$ cat config.mk
export PLATFORM = sky130hd
export DESIGN_NAME = hblank_sync
export DESIGN_NICKNAME = d
export VERILOG_FILES = /design/src/design/hblank_sync_pkg.sv /design/src/design/hblank_sync.sv /design/src/design/skew_delay.sv
export SDC_FILE = /design/constraint.sdc
export NUM_CORES = 1
export LEC_CHECK = 0
export ABC_CLOCK_PERIOD_IN_PS = 3820
export BUFFER_PORTS_ARGS = -buffer_cell sky130_fd_sc_hd__buf_2
export CAP_MARGIN = 10
export CORE_ASPECT_RATIO = 1.5
export CORE_MARGIN = 5
export CORE_UTILIZATION = 50
export CTS_CLUSTER_DIAMETER = 40
export DETAILED_ROUTE_END_ITERATION = 16
export HOLD_SLACK_MARGIN = 0.08
export PLACE_DENSITY_LB_ADDON = 0.2
export RECOVER_POWER = 100
export SETUP_SLACK_MARGIN = 0.02
export SYNTH_ARGS = -nofsm -noshare
export SYNTH_HDL_FRONTEND = slang
export SYNTH_SLANG_ARGS = --single-unit
$ cat constraint.sdc
create_clock -name sys_clk -period 3.82 [get_ports sys_clk]
set_clock_uncertainty 0.2 [all_clocks]
set_input_delay 0.955 -clock sys_clk [delete_from_list [all_inputs] [get_ports sys_clk]]
set_output_delay 0.955 -clock sys_clk [all_outputs]
set_load 0.05 [all_outputs]
$ cat src/design/hblank_sync_pkg.sv
/*
 * Constants for the horizontal blank/sync timing block: register indices,
 * field positions, reset values and fixed widths.
 * Assumes the block is reached through an index/data port pair.
 */
package hblank_sync_pkg;
    // Register indices behind the data port
    localparam logic [6:0] line_total_idx = 7'h00;
    localparam logic [6:0] disp_end_idx = 7'h01;
    localparam logic [6:0] blank_start_idx = 7'h02;
    localparam logic [6:0] blank_end_skew_idx = 7'h03;
    localparam logic [6:0] sync_start_idx = 7'h04;
    localparam logic [6:0] sync_end_idx = 7'h05;
    localparam logic [6:0] protect_idx = 7'h11;
    // Last index of protection group zero
    localparam logic [6:0] group0_last_idx = 7'h07;
    // Field positions
    localparam int skew_lsb = 5;
    localparam int protect_bit = 7;
    localparam int blank_end_msb_bit = 7;
    // Reset values
    localparam logic [7:0] line_total_rst = 8'h00;
    localparam logic [7:0] disp_end_rst = 8'h4F;
    localparam logic [7:0] blank_start_rst = 8'h50;
    localparam logic [7:0] blank_end_skew_rst = 8'h82;
    localparam logic [7:0] sync_start_rst = 8'h55;
    localparam logic [7:0] sync_end_rst = 8'h00;
    localparam logic [7:0] protect_rst = 8'h00;
    localparam logic [7:0] index_rst = 8'h00;
    // Line length is the total register plus this amount
    localparam logic [7:0] total_extra = 8'h05;
    // Extra sync delay applied in text modes, character clocks
    localparam logic [1:0] text_sync_extra = 2'h1;
    // Depth of the skew delay lines
    localparam int skew_depth = 6;
endpackage : hblank_sync_pkg

$ cat src/design/hblank_sync.sv
/*
 * Horizontal character counter, display enable, blanking and sync with
 * skew, plus the controller index/data register port with group zero
 * write protection.
 * Assumes char_en is a one-cycle pulse per character clock from an
 * outside divider, and that port strobes are synchronous one-cycle pulses.
 * The eight-bit counter caps a line at 256 characters; longer totals
 * are clamped rather than wrapped.
 */
`timescale 1ns/1ps
module hblank_sync
    import hblank_sync_pkg::*;
(
    input wire logic sys_clk,
    input wire logic reset_n,
    input wire logic char_en,
    input wire logic text_mode,
    input wire logic index_wr,
    input wire logic data_wr,
    input wire logic data_rd,
    input wire logic [7:0] wr_data,
    output logic [7:0] index_q,
    output logic [7:0] rd_data,
    output logic h_blank,
    output logic h_sync,
    output logic disp_en,
    output logic line_start
);
    // Register file, counter and undelayed timing levels
    typedef struct packed {
        logic [6:0] index;
        logic [7:0] rd;
        logic [7:0] total;
        logic [7:0] disp_end;
        logic [7:0] blank_start;
        logic [7:0] blank_end_skew;
        logic [7:0] sync_start;
        logic [7:0] sync_end;
        logic [7:0] protect;
        logic [7:0] count;
        logic blank;
        logic sync;
        logic active;
        logic sol;
    } hs_state_t;

    // Whole register file and timing state, registered in one place
    hs_state_t state_ff;
    hs_state_t nxt_state;
    // Decoded compare values, delay selects and delay-line outputs
    logic [5:0] blank_end_val;
    logic [4:0] sync_end_val;
    logic [7:0] line_last;
    logic [8:0] line_sum;
    logic [2:0] sync_delay;
    logic [2:0] disp_delay;
    logic wr_blocked;
    logic sync_dly;
    logic disp_dly;
    logic [7:0] reg_rd;

    // Six-bit blank end combines two registers
    assign blank_end_val = {state_ff.sync_end[blank_end_msb_bit],
                            state_ff.blank_end_skew[4:0]};
    assign sync_end_val = state_ff.sync_end[4:0];
    // A total near the top of its range would wrap the eight-bit sum to a
    // small value and restart the line within four characters; clamp it instead
    assign line_sum = {1'b0, state_ff.total}
                      + 9'(total_extra - 8'h01);
    assign line_last = line_sum[8] ? 8'hFF : line_sum[7:0];
    // Protection is judged on the index that stands in this cycle
    assign wr_blocked = state_ff.protect[protect_bit]
                        && (state_ff.index <= group0_last_idx);
    // Text modes add one more character of sync delay
    assign sync_delay = {1'b0, state_ff.sync_end[skew_lsb+1:skew_lsb]}
                        + (text_mode ? {1'b0, text_sync_extra} : 3'h0);
    // Display skew is its own two-bit field with no mode term
    assign disp_delay = {1'b0,
                         state_ff.blank_end_skew[skew_lsb+1:skew_lsb]};

    // Read mux; bit 7 of blank end always reads back as one
    always_comb begin
        unique case (state_ff.index)
            line_total_idx: reg_rd = state_ff.total;
            disp_end_idx: reg_rd = state_ff.disp_end;
            blank_start_idx: reg_rd = state_ff.blank_start;
            blank_end_skew_idx: reg_rd = {1'b1,
                state_ff.blank_end_skew[6:0]};
            sync_start_idx: reg_rd = state_ff.sync_start;
            sync_end_idx: reg_rd = state_ff.sync_end;
            protect_idx: reg_rd = state_ff.protect;
            default: reg_rd = 8'h00;
        endcase
    end

    // Register port, counter and raw timing levels
    always_comb begin
        nxt_state = state_ff;
        nxt_state.sol = 1'b0;
        // Only seven index bits are stored; the top port bit reads as zero
        if (index_wr) begin
            nxt_state.index = wr_data[6:0];
        end
        // Read data stands until the next read strobe
        if (data_rd) begin
            nxt_state.rd = reg_rd;
        end
        // Protected group writes are silently dropped
        if (data_wr && !wr_blocked) begin
            unique case (state_ff.index)
                line_total_idx: nxt_state.total = wr_data;
                disp_end_idx: nxt_state.disp_end = wr_data;
                blank_start_idx: nxt_state.blank_start = wr_data;
                blank_end_skew_idx: nxt_state.blank_end_skew =
                    {1'b1, wr_data[6:0]};
                sync_start_idx: nxt_state.sync_start = wr_data;
                sync_end_idx: nxt_state.sync_end = wr_data;
                protect_idx: nxt_state.protect = wr_data;
                default: ;
            endcase
        end
        // Everything below moves only on a character tick
        if (char_en) begin
            // Count wraps at the total register plus four, clamped to 255, to begin a new line
            if (state_ff.count >= line_last) begin
                nxt_state.count = 8'h00;
                nxt_state.sol = 1'b1;
                nxt_state.active = 1'b1;
            end else begin
                nxt_state.count = state_ff.count + 8'h01;
            end
            // Window closes after the last active character
            if (state_ff.count == state_ff.disp_end) begin
                nxt_state.active = 1'b0;
            end
            // Start compares win over end compares in the same character
            if (state_ff.count[5:0] == blank_end_val) begin
                nxt_state.blank = 1'b0;
            end
            if (state_ff.count == state_ff.blank_start) begin
                nxt_state.blank = 1'b1;
            end
            // Sync end looks at five count bits only, so sync stays short
            if (state_ff.count[4:0] == sync_end_val) begin
                nxt_state.sync = 1'b0;
            end
            if (state_ff.count == state_ff.sync_start) begin
                nxt_state.sync = 1'b1;
            end
        end
    end

    // Reset values stand in for registers that power up undefined
    always_ff @(posedge sys_clk or negedge reset_n) begin
        if (!reset_n) begin
            state_ff.index <= index_rst[6:0];
            state_ff.rd <= 8'h00;
            state_ff.total <= line_total_rst;
            state_ff.disp_end <= disp_end_rst;
            state_ff.blank_start <= blank_start_rst;
            state_ff.blank_end_skew <= blank_end_skew_rst;
            state_ff.sync_start <= sync_start_rst;
            state_ff.sync_end <= sync_end_rst;
            state_ff.protect <= protect_rst;
            state_ff.count <= 8'h00;
            state_ff.blank <= 1'b0;
            state_ff.sync <= 1'b0;
            state_ff.active <= 1'b1;
            state_ff.sol <= 1'b0;
        end else begin
            state_ff <= nxt_state;
        end
    end

    // Sync delayed by skew and mode; both edges move together
    skew_delay #(
        .max_delay(skew_depth)
    ) u_sync_dly (
        .sys_clk(sys_clk),
        .reset_n(reset_n),
        .adv(char_en),
        .din(state_ff.sync),
        .sel(sync_delay),
        .dout(sync_dly)
    );

    // Display window delayed by its own skew field
    skew_delay #(
        .max_delay(skew_depth)
    ) u_disp_dly (
        .sys_clk(sys_clk),
        .reset_n(reset_n),
        .adv(char_en),
        .din(state_ff.active),
        .sel(disp_delay),
        .dout(disp_dly)
    );

    // Outputs come straight from registers
    assign index_q = {1'b0, state_ff.index};
    assign rd_data = state_ff.rd;
    assign h_blank = state_ff.blank;
    assign h_sync = sync_dly;
    assign disp_en = disp_dly;
    assign line_start = state_ff.sol;
endmodule : hblank_sync

$ cat src/design/skew_delay.sv
/*
 * Variable delay of a one-bit level by zero to max_delay enable ticks.
 * Assumes one clock and a one-cycle advance enable from the caller.
 */
`timescale 1ns/1ps
module skew_delay #(
    parameter int max_delay = 6
) (
    input wire logic sys_clk,
    input wire logic reset_n,
    input wire logic adv,
    input wire logic din,
    input wire logic [2:0] sel,
    output logic dout
);
    typedef struct packed {
        logic [max_delay-1:0] taps;
        logic q;
    } dly_state_t;

    dly_state_t state_ff;
    dly_state_t nxt_state;

    // Shift on each character tick, pick the tap given by sel
    always_comb begin
        nxt_state = state_ff;
        if (adv) begin
            nxt_state.taps = {state_ff.taps[max_delay-2:0], din};
            if (sel == 3'h0) begin
                nxt_state.q = din;
            end else begin
                nxt_state.q = state_ff.taps[sel-3'h1];
            end
        end
    end

    always_ff @(posedge sys_clk or negedge reset_n) begin
        if (!reset_n) begin
            state_ff <= '0;
        end else begin
            state_ff <= nxt_state;
        end
    end

    assign dout = state_ff.q;
endmodule : skew_delay

### Yosys cells after proc, flatten, opt, wreduce, memory -nomap -nowiden

Index checks and enable logic that the tools add are counted.

| word-level totals | value |
|---|---|
| input port bits | 15 |
| logic and storage cells | 74 |
| bits in read-only memories | 0 |
| memory bits (writable) | 0 |
| output and inout bits | 20 |
| memories | 0 |
| bits in registers | 96 |
| latch bits | 0 |

| cells by class | value |
|---|---|
| $add $sub $neg | 5 |
| muxes and demuxes | 17 |
| equality and inequality tests | 11 |
| bitwise logic cells | 0 |
| shift-type cells | 0 |
| $lt $le $gt $ge | 4 |
| $mul | 0 |
| div/mod/pow operators | 0 |
| reduce and logical (&&, ||, !) cells | 19 |

Operators by type and width:

| kind | count |
|---|---|
| 8-bit one-hot mux with 7 select lines | 1 |
| 8-bit == test | 3 |
| 2-bit AND reduction | 10 |
| 8-bit 2-to-1 mux | 2 |
| 7-bit by 2-bit == test with 1-bit output, second input constant | 2 |
| 7-bit by 3-bit == test with 1-bit output, second input constant | 2 |
| 1-bit 2-to-1 mux | 11 |
| 8-bit by 3-bit adder with 9-bit output, second input constant | 1 |
| 8-bit by 1-bit adder with 8-bit output, second input constant | 1 |
| 8-bit >= comparator | 1 |
| 3-bit by 4-bit less-than comparator with 1-bit output, second input constant | 2 |
| 7-bit by 1-bit == test with 1-bit output, second input constant | 1 |
| 7-bit by 5-bit == test with 1-bit output, second input constant | 1 |
| 7-bit by 3-bit less-or-equal comparator with 1-bit output, second input constant | 1 |
| 7-bit logical NOT | 1 |
| 1-bit binary-select mux with 3-bit select | 2 |
| 6-bit == test | 1 |
| 3-bit logical NOT | 2 |
| 2-bit nonzero test | 3 |
| 5-bit == test | 1 |
| 2-bit by 1-bit adder with 3-bit output | 1 |
| 2-bit by 1-bit subtractor with 3-bit output, second input constant | 1 |
| 3-bit by 1-bit subtractor with 3-bit output, second input constant | 1 |
| 1-bit logical AND | 2 |
| 2 further kinds | 2 |

### Logic depth before layout (Yosys ltp)

| logic depth | value |
|---|---|
| depth in word-level cells | 6 |
| depth in mapped cells | 11 |
| depth with buffers taken out | 10 |

### By module

A second synthesis with hierarchy kept.

| unflattened totals | value |
|---|---|
| cell total of the unflattened synthesis | 458 |
| area, all modules | 5311.3 um^2 |

Modules (own cells, without submodules):

| module | instances | cells an instance | area each (um^2) |
|---|---|---|---|
| hblank_sync | 1 | 402 | 4580.6 |
| skew_delay | 2 | 28 | 365.4 |

### Worst setup path after synthesis

No wires, ideal clock.

| path | value |
|---|---|
| path kind | register -> register |
| start point | register state_ff[62] (netlist bit) |
| end point | register state_ff[10] (netlist bit) |
| library setup time | 0.123 ns |
| data required time | 3.497 ns |
| data arrival time | 2.508 ns |
| cell stages (with the launch flop) | 12 |
| buffers on the path | 1 |
| slack | 0.990 ns |
| path through | dfrtp_1 ha_1 nand3_1 nor2_1 or2_2 ha_1 nand2b_1 a2111oi_0 o311ai_1 and2_1 clkbuf_1 nor2_1 |

| on the way | value |
|---|---|
| cells in the longest elaborated chain, start to end | 4 |

Ends and longest elaborated chain:

| what | RTL line | source |
|---|---|---|
| start: declaration | hblank_sync.sv:48 | `hs_state_t state_ff;` |
| start signal: assignment | hblank_sync.sv:171 | `state_ff <= nxt_state;` |
| 8-bit by 3-bit adder with 9-bit output | hblank_sync.sv:69 | `+ 9'(total_extra - 8'h01);` |
| 8-bit 2-to-1 mux | hblank_sync.sv:70 | `assign line_last = line_sum[8] ? 8'hFF : line_sum[7:0];` |
| 8-bit >= comparator | hblank_sync.sv:125 | `if (state_ff.count >= line_last) begin` |
| 8-bit 2-to-1 mux | hblank_sync.sv:125 |  |

No other way between the ends.
A chain may end at the register's enable or synchronous reset.

### Final worst setup path

| path | value |
|---|---|
| start point | register state_ff, in the netlist index_q[2] |
| end point | register state_ff[46] (netlist bit) |

| on the way | value |
|---|---|
| cells in the longest elaborated chain, start to end | 5 |
| elaborated cells between the ends (all ways) | 6 |
| classes of those cells | 1 x order compare; 1 x eq/ne; 4 x reduce/logical |

Ends and longest elaborated chain:

| what | RTL line | source |
|---|---|---|
| 7-bit by 3-bit less-or-equal comparator with 1-bit output | hblank_sync.sv:73 | `&& (state_ff.index <= group0_last_idx);` |
| 1-bit logical AND | hblank_sync.sv:73 |  |
| 1-bit logical NOT | hblank_sync.sv:109 | `if (data_wr && !wr_blocked) begin` |
| 1-bit logical AND | hblank_sync.sv:109 |  |
| 2-bit AND reduction (no line) * | n/a |  |

Mark *: on every way between the ends. The rest lies on a longest branch, timed or not.

==> metrics.txt <==
initial antenna violation count=0; fin. max-slew vios=0; worst path required time=approximately 3.8 ns; worst slack, placed=between 0.9 and 1 ns; worst reg2reg path startpoint=index_q[2]; Worst setup startpoint=index_q[2]; top_reg_cell synth=dfrtp_1; number of H-tree levels=3; Netlist Area Pre-Place=around 0.0051 sq mm; final hold slack=0.300 ns; Final HPWL DP=~9 mm; post-DR vias/cell=approximately 6; Longest Clk Path Bufs=2; Reg2Reg Setup Slack=0.62 ns; Min-Delay Path Class=reg2reg; ys async rst share=between 90% and 100%; Fillers=889; critical path startpoint category=flop; top cells by area, synth=dfrtp_1, mux2_2, dfstp_2, ha_1, xnor2_1; Die X=around 93 microns; placer congestion estimate=approximately 0.85; Chip Height=~130 microns; DRC violations left=0; Post-synth EDFFs=0; final hold viol count=0; Yosys top cell by area=dfrtp_1; final setup violation count=0; # placed instances=559; WL per Instance=between 20 and 25 microns; Crit Path Max Fanout=16; final WL=around 12 mm; number of buffers created by CTS=9; Final WS setup=between 0.6 and 0.7 ns; Core ar.=0.0101 sq mm; sequential cell area=0.00237 sq mm; Max Cap Viol=0; Rows=45; post-synthesis sequential area ratio=46.2%; Synth Warn #=0; Syn Inst Count=between 400 and 500; setup total negative slack=0 ns; Int Pwr=between 2 and 2.5 mW; final design utilization=between 50% and 60%; r2r worst-path depth=4; DR iter-0 viols=131; outcome=complete, no violations; # nets final=between 400 and 500; Avg Cell Area, Syn=approximately 12 sq um; # hold bufs at CTS=0; Area growth, synth to finish=7.52%; post-CTS setup buffers=0; CTS tree=yes; vias in the first global route=between 3000 and 4000; fmax=approximately 310 MHz; Gate power share=a little over a quarter; relative slew slack=between 4 and 5%; grt ovf=0; Static Leak=about 2.5 nW; Boundary Pins=35; Switching Fraction=33.6%; share of layout cells above drive strength 1=about a quarter; hold_sp=rd_data[2]; synth unique cells=54; flop and latch count out of synthesis=94; post-CTS resize count=0; Initial Util=around half; Clock power frac=approximately 28%; Seq pwr share=around 45%; cell area power density=approximately 610 mW/mm^2; count of input and output buffers=33; Cell Area, Placed=about 0.0053 sq mm; end of the worst hold path=rd_data[2]; Synth top area share=a little under 40%; non-filler cells in the finished layout=approximately 580; pin count of the biggest net entering global routing=51; WP data arrival=roughly 3.2 ns; first-pass GRT wire length=19.8 mm; DR vias=between 3000 and 4000; kind of critical path=reg2reg; antenna cells=0; post-route ant nets=0; Psw=1.13 mW; RSZ-0062 raised after global routing=no; clk slew on worst S/H paths=approximately 0.06 ns; total track usage=21.2%; Tcrit/Tclk final=a little over four fifths; worst r2r dst=state_ff[46]; root buf cell=clkbuf_16; total die area=~0.012 sq mm; Peak VDD IR=between 300 and 400 uV; total power=around 3.4 mW; WHS Path Cells=1; endpoint class of the critical path=flop; Sink Count=94; syn nets=470; fin area=approximately 0.0055 sq mm; area of the multi-input gates=approximately 0.0025 sq mm; Pre-antenna DRT Iters=4; worst-margin pin slew=1.44 ns; fin crit period=3.20 ns; Clk Latency, worst-skew pair=around 0.34 ns
-- final cells by class --
type	count	area share, %
multi-input cells	295	44.8
flip-flops and latches	94	43.0
clock buffers	12	4.29
repair buffers	39	3.00
well taps	117	2.66
clock inverters	4	1.32
inverters	14	0.954
-- how the worst max path moves through the flow --
stage | end | slack [ns]
after floorplan | state_ff[10] | 0.99
after global placement | state_ff[11] | 1.0
after detailed placement | state_ff[7] | 0.93
after CTS | state_ff[8] | 0.87
after global routing | state_ff[51] | 0.45
final | state_ff[46] | 0.62
-- critical path, cell delays in order (launching register included) --
cell,delay (ns)
dfrtp_1,0.63
nor2_1,0.25
nand3_1,0.37
a2111oi_2,1.19
mux2_2,0.43
-- layer usage --
layer / wire length (microns) / part of all wire (%) / global-route usage [%] / vias to the layer above
met4: 375 / 3.1 / 7.82 / 0
met2: 6400 / 52 / 36.8 / 78
met5: 0 / 0 / 0 / -
met3: 458 / 3.7 / 4.77 / 30
met1: 5050 / 41 / 25.5 / 1738
li1: - / - / - / 1591
-- kinds of logic (layout without fill, tap and decap cells) --
kind of cell    Yosys count  after routing  synth area share (%)
compound gates           60             60                  8.52
xor+xnor                 41             41                  7.01
fa+ha+maj                15             15                  3.66
buf+inv                  51             69                  4.98
flops                    94             94                  46.2
mux                      88             88                  20.1
other cells               1              1                0.0732
simple gates             90             90                  9.45
-- sequential cells by signal, indices dropped and copies added, names as in the netlist --
name                 cells
blank_end_val            6
disp_delay               2
h_blank                  1
index_q                  7
line_start               1
rd_data                  8
state_ff                57
u_disp_dly.dout          1
u_disp_dly.state_ff      4
u_sync_dly.dout          1
u_sync_dly.state_ff      6
-- power groups by stage --
| stage | Clock, mW | Sequential, mW | Combinational (mW) |
|---|---|---|---|
| after detailed placement | 0 | 1.53 | 0.925 |
| after floorplan | 0 | 1.44 | 0.723 |
| after global routing | 1.01 | 1.54 | 0.988 |
| after global placement | 0 | 1.52 | 0.900 |
| after CTS | 0.963 | 1.51 | 0.933 |
| final | 0.951 | 1.51 | 0.901 |
-- cells in the final DEF (no fill, tap or decap), types with 5 or more instances in the layout --
master and count:
a21oi_1 12, nand2b_1 5, clkbuf_16 9, mux2_2 65
nand3_1 8, mux2i_1 16, inv_1 14, o21ai_0 12
clkbuf_1 29, nor4_1 6, nand4_1 9, nand2_1 21
buf_2 11, mux4_2 5, dfstp_2 13, xnor2_1 21
dfrtp_1 81, nor2_1 21, ha_1 15, xor2_1 20
-- cells in the mapped netlist, drive strengths merged, types with 2 or more instances --
library cell / n
nand4b: 2
a22oi: 4
a21o: 2
mux4: 5
and4: 2
xnor2: 21
and3: 3
nor2: 21
or2: 2
mux2: 67
xor2: 20
o22ai: 4
nor2b: 4
o2111ai: 4
o21ai: 12
nor3: 3
mux2i: 16
nor4: 6
o211a: 4
o21a: 2
dfstp: 13
a21oi: 12
o22a: 4
dfrtp: 81
nand2: 21
buf: 21
ha: 15
nand3: 8
inv: 14
nand2b: 5
nand4: 9
clkbuf: 16
a2111oi: 2
No activity file was read; power rests on OpenSTA's default activity.
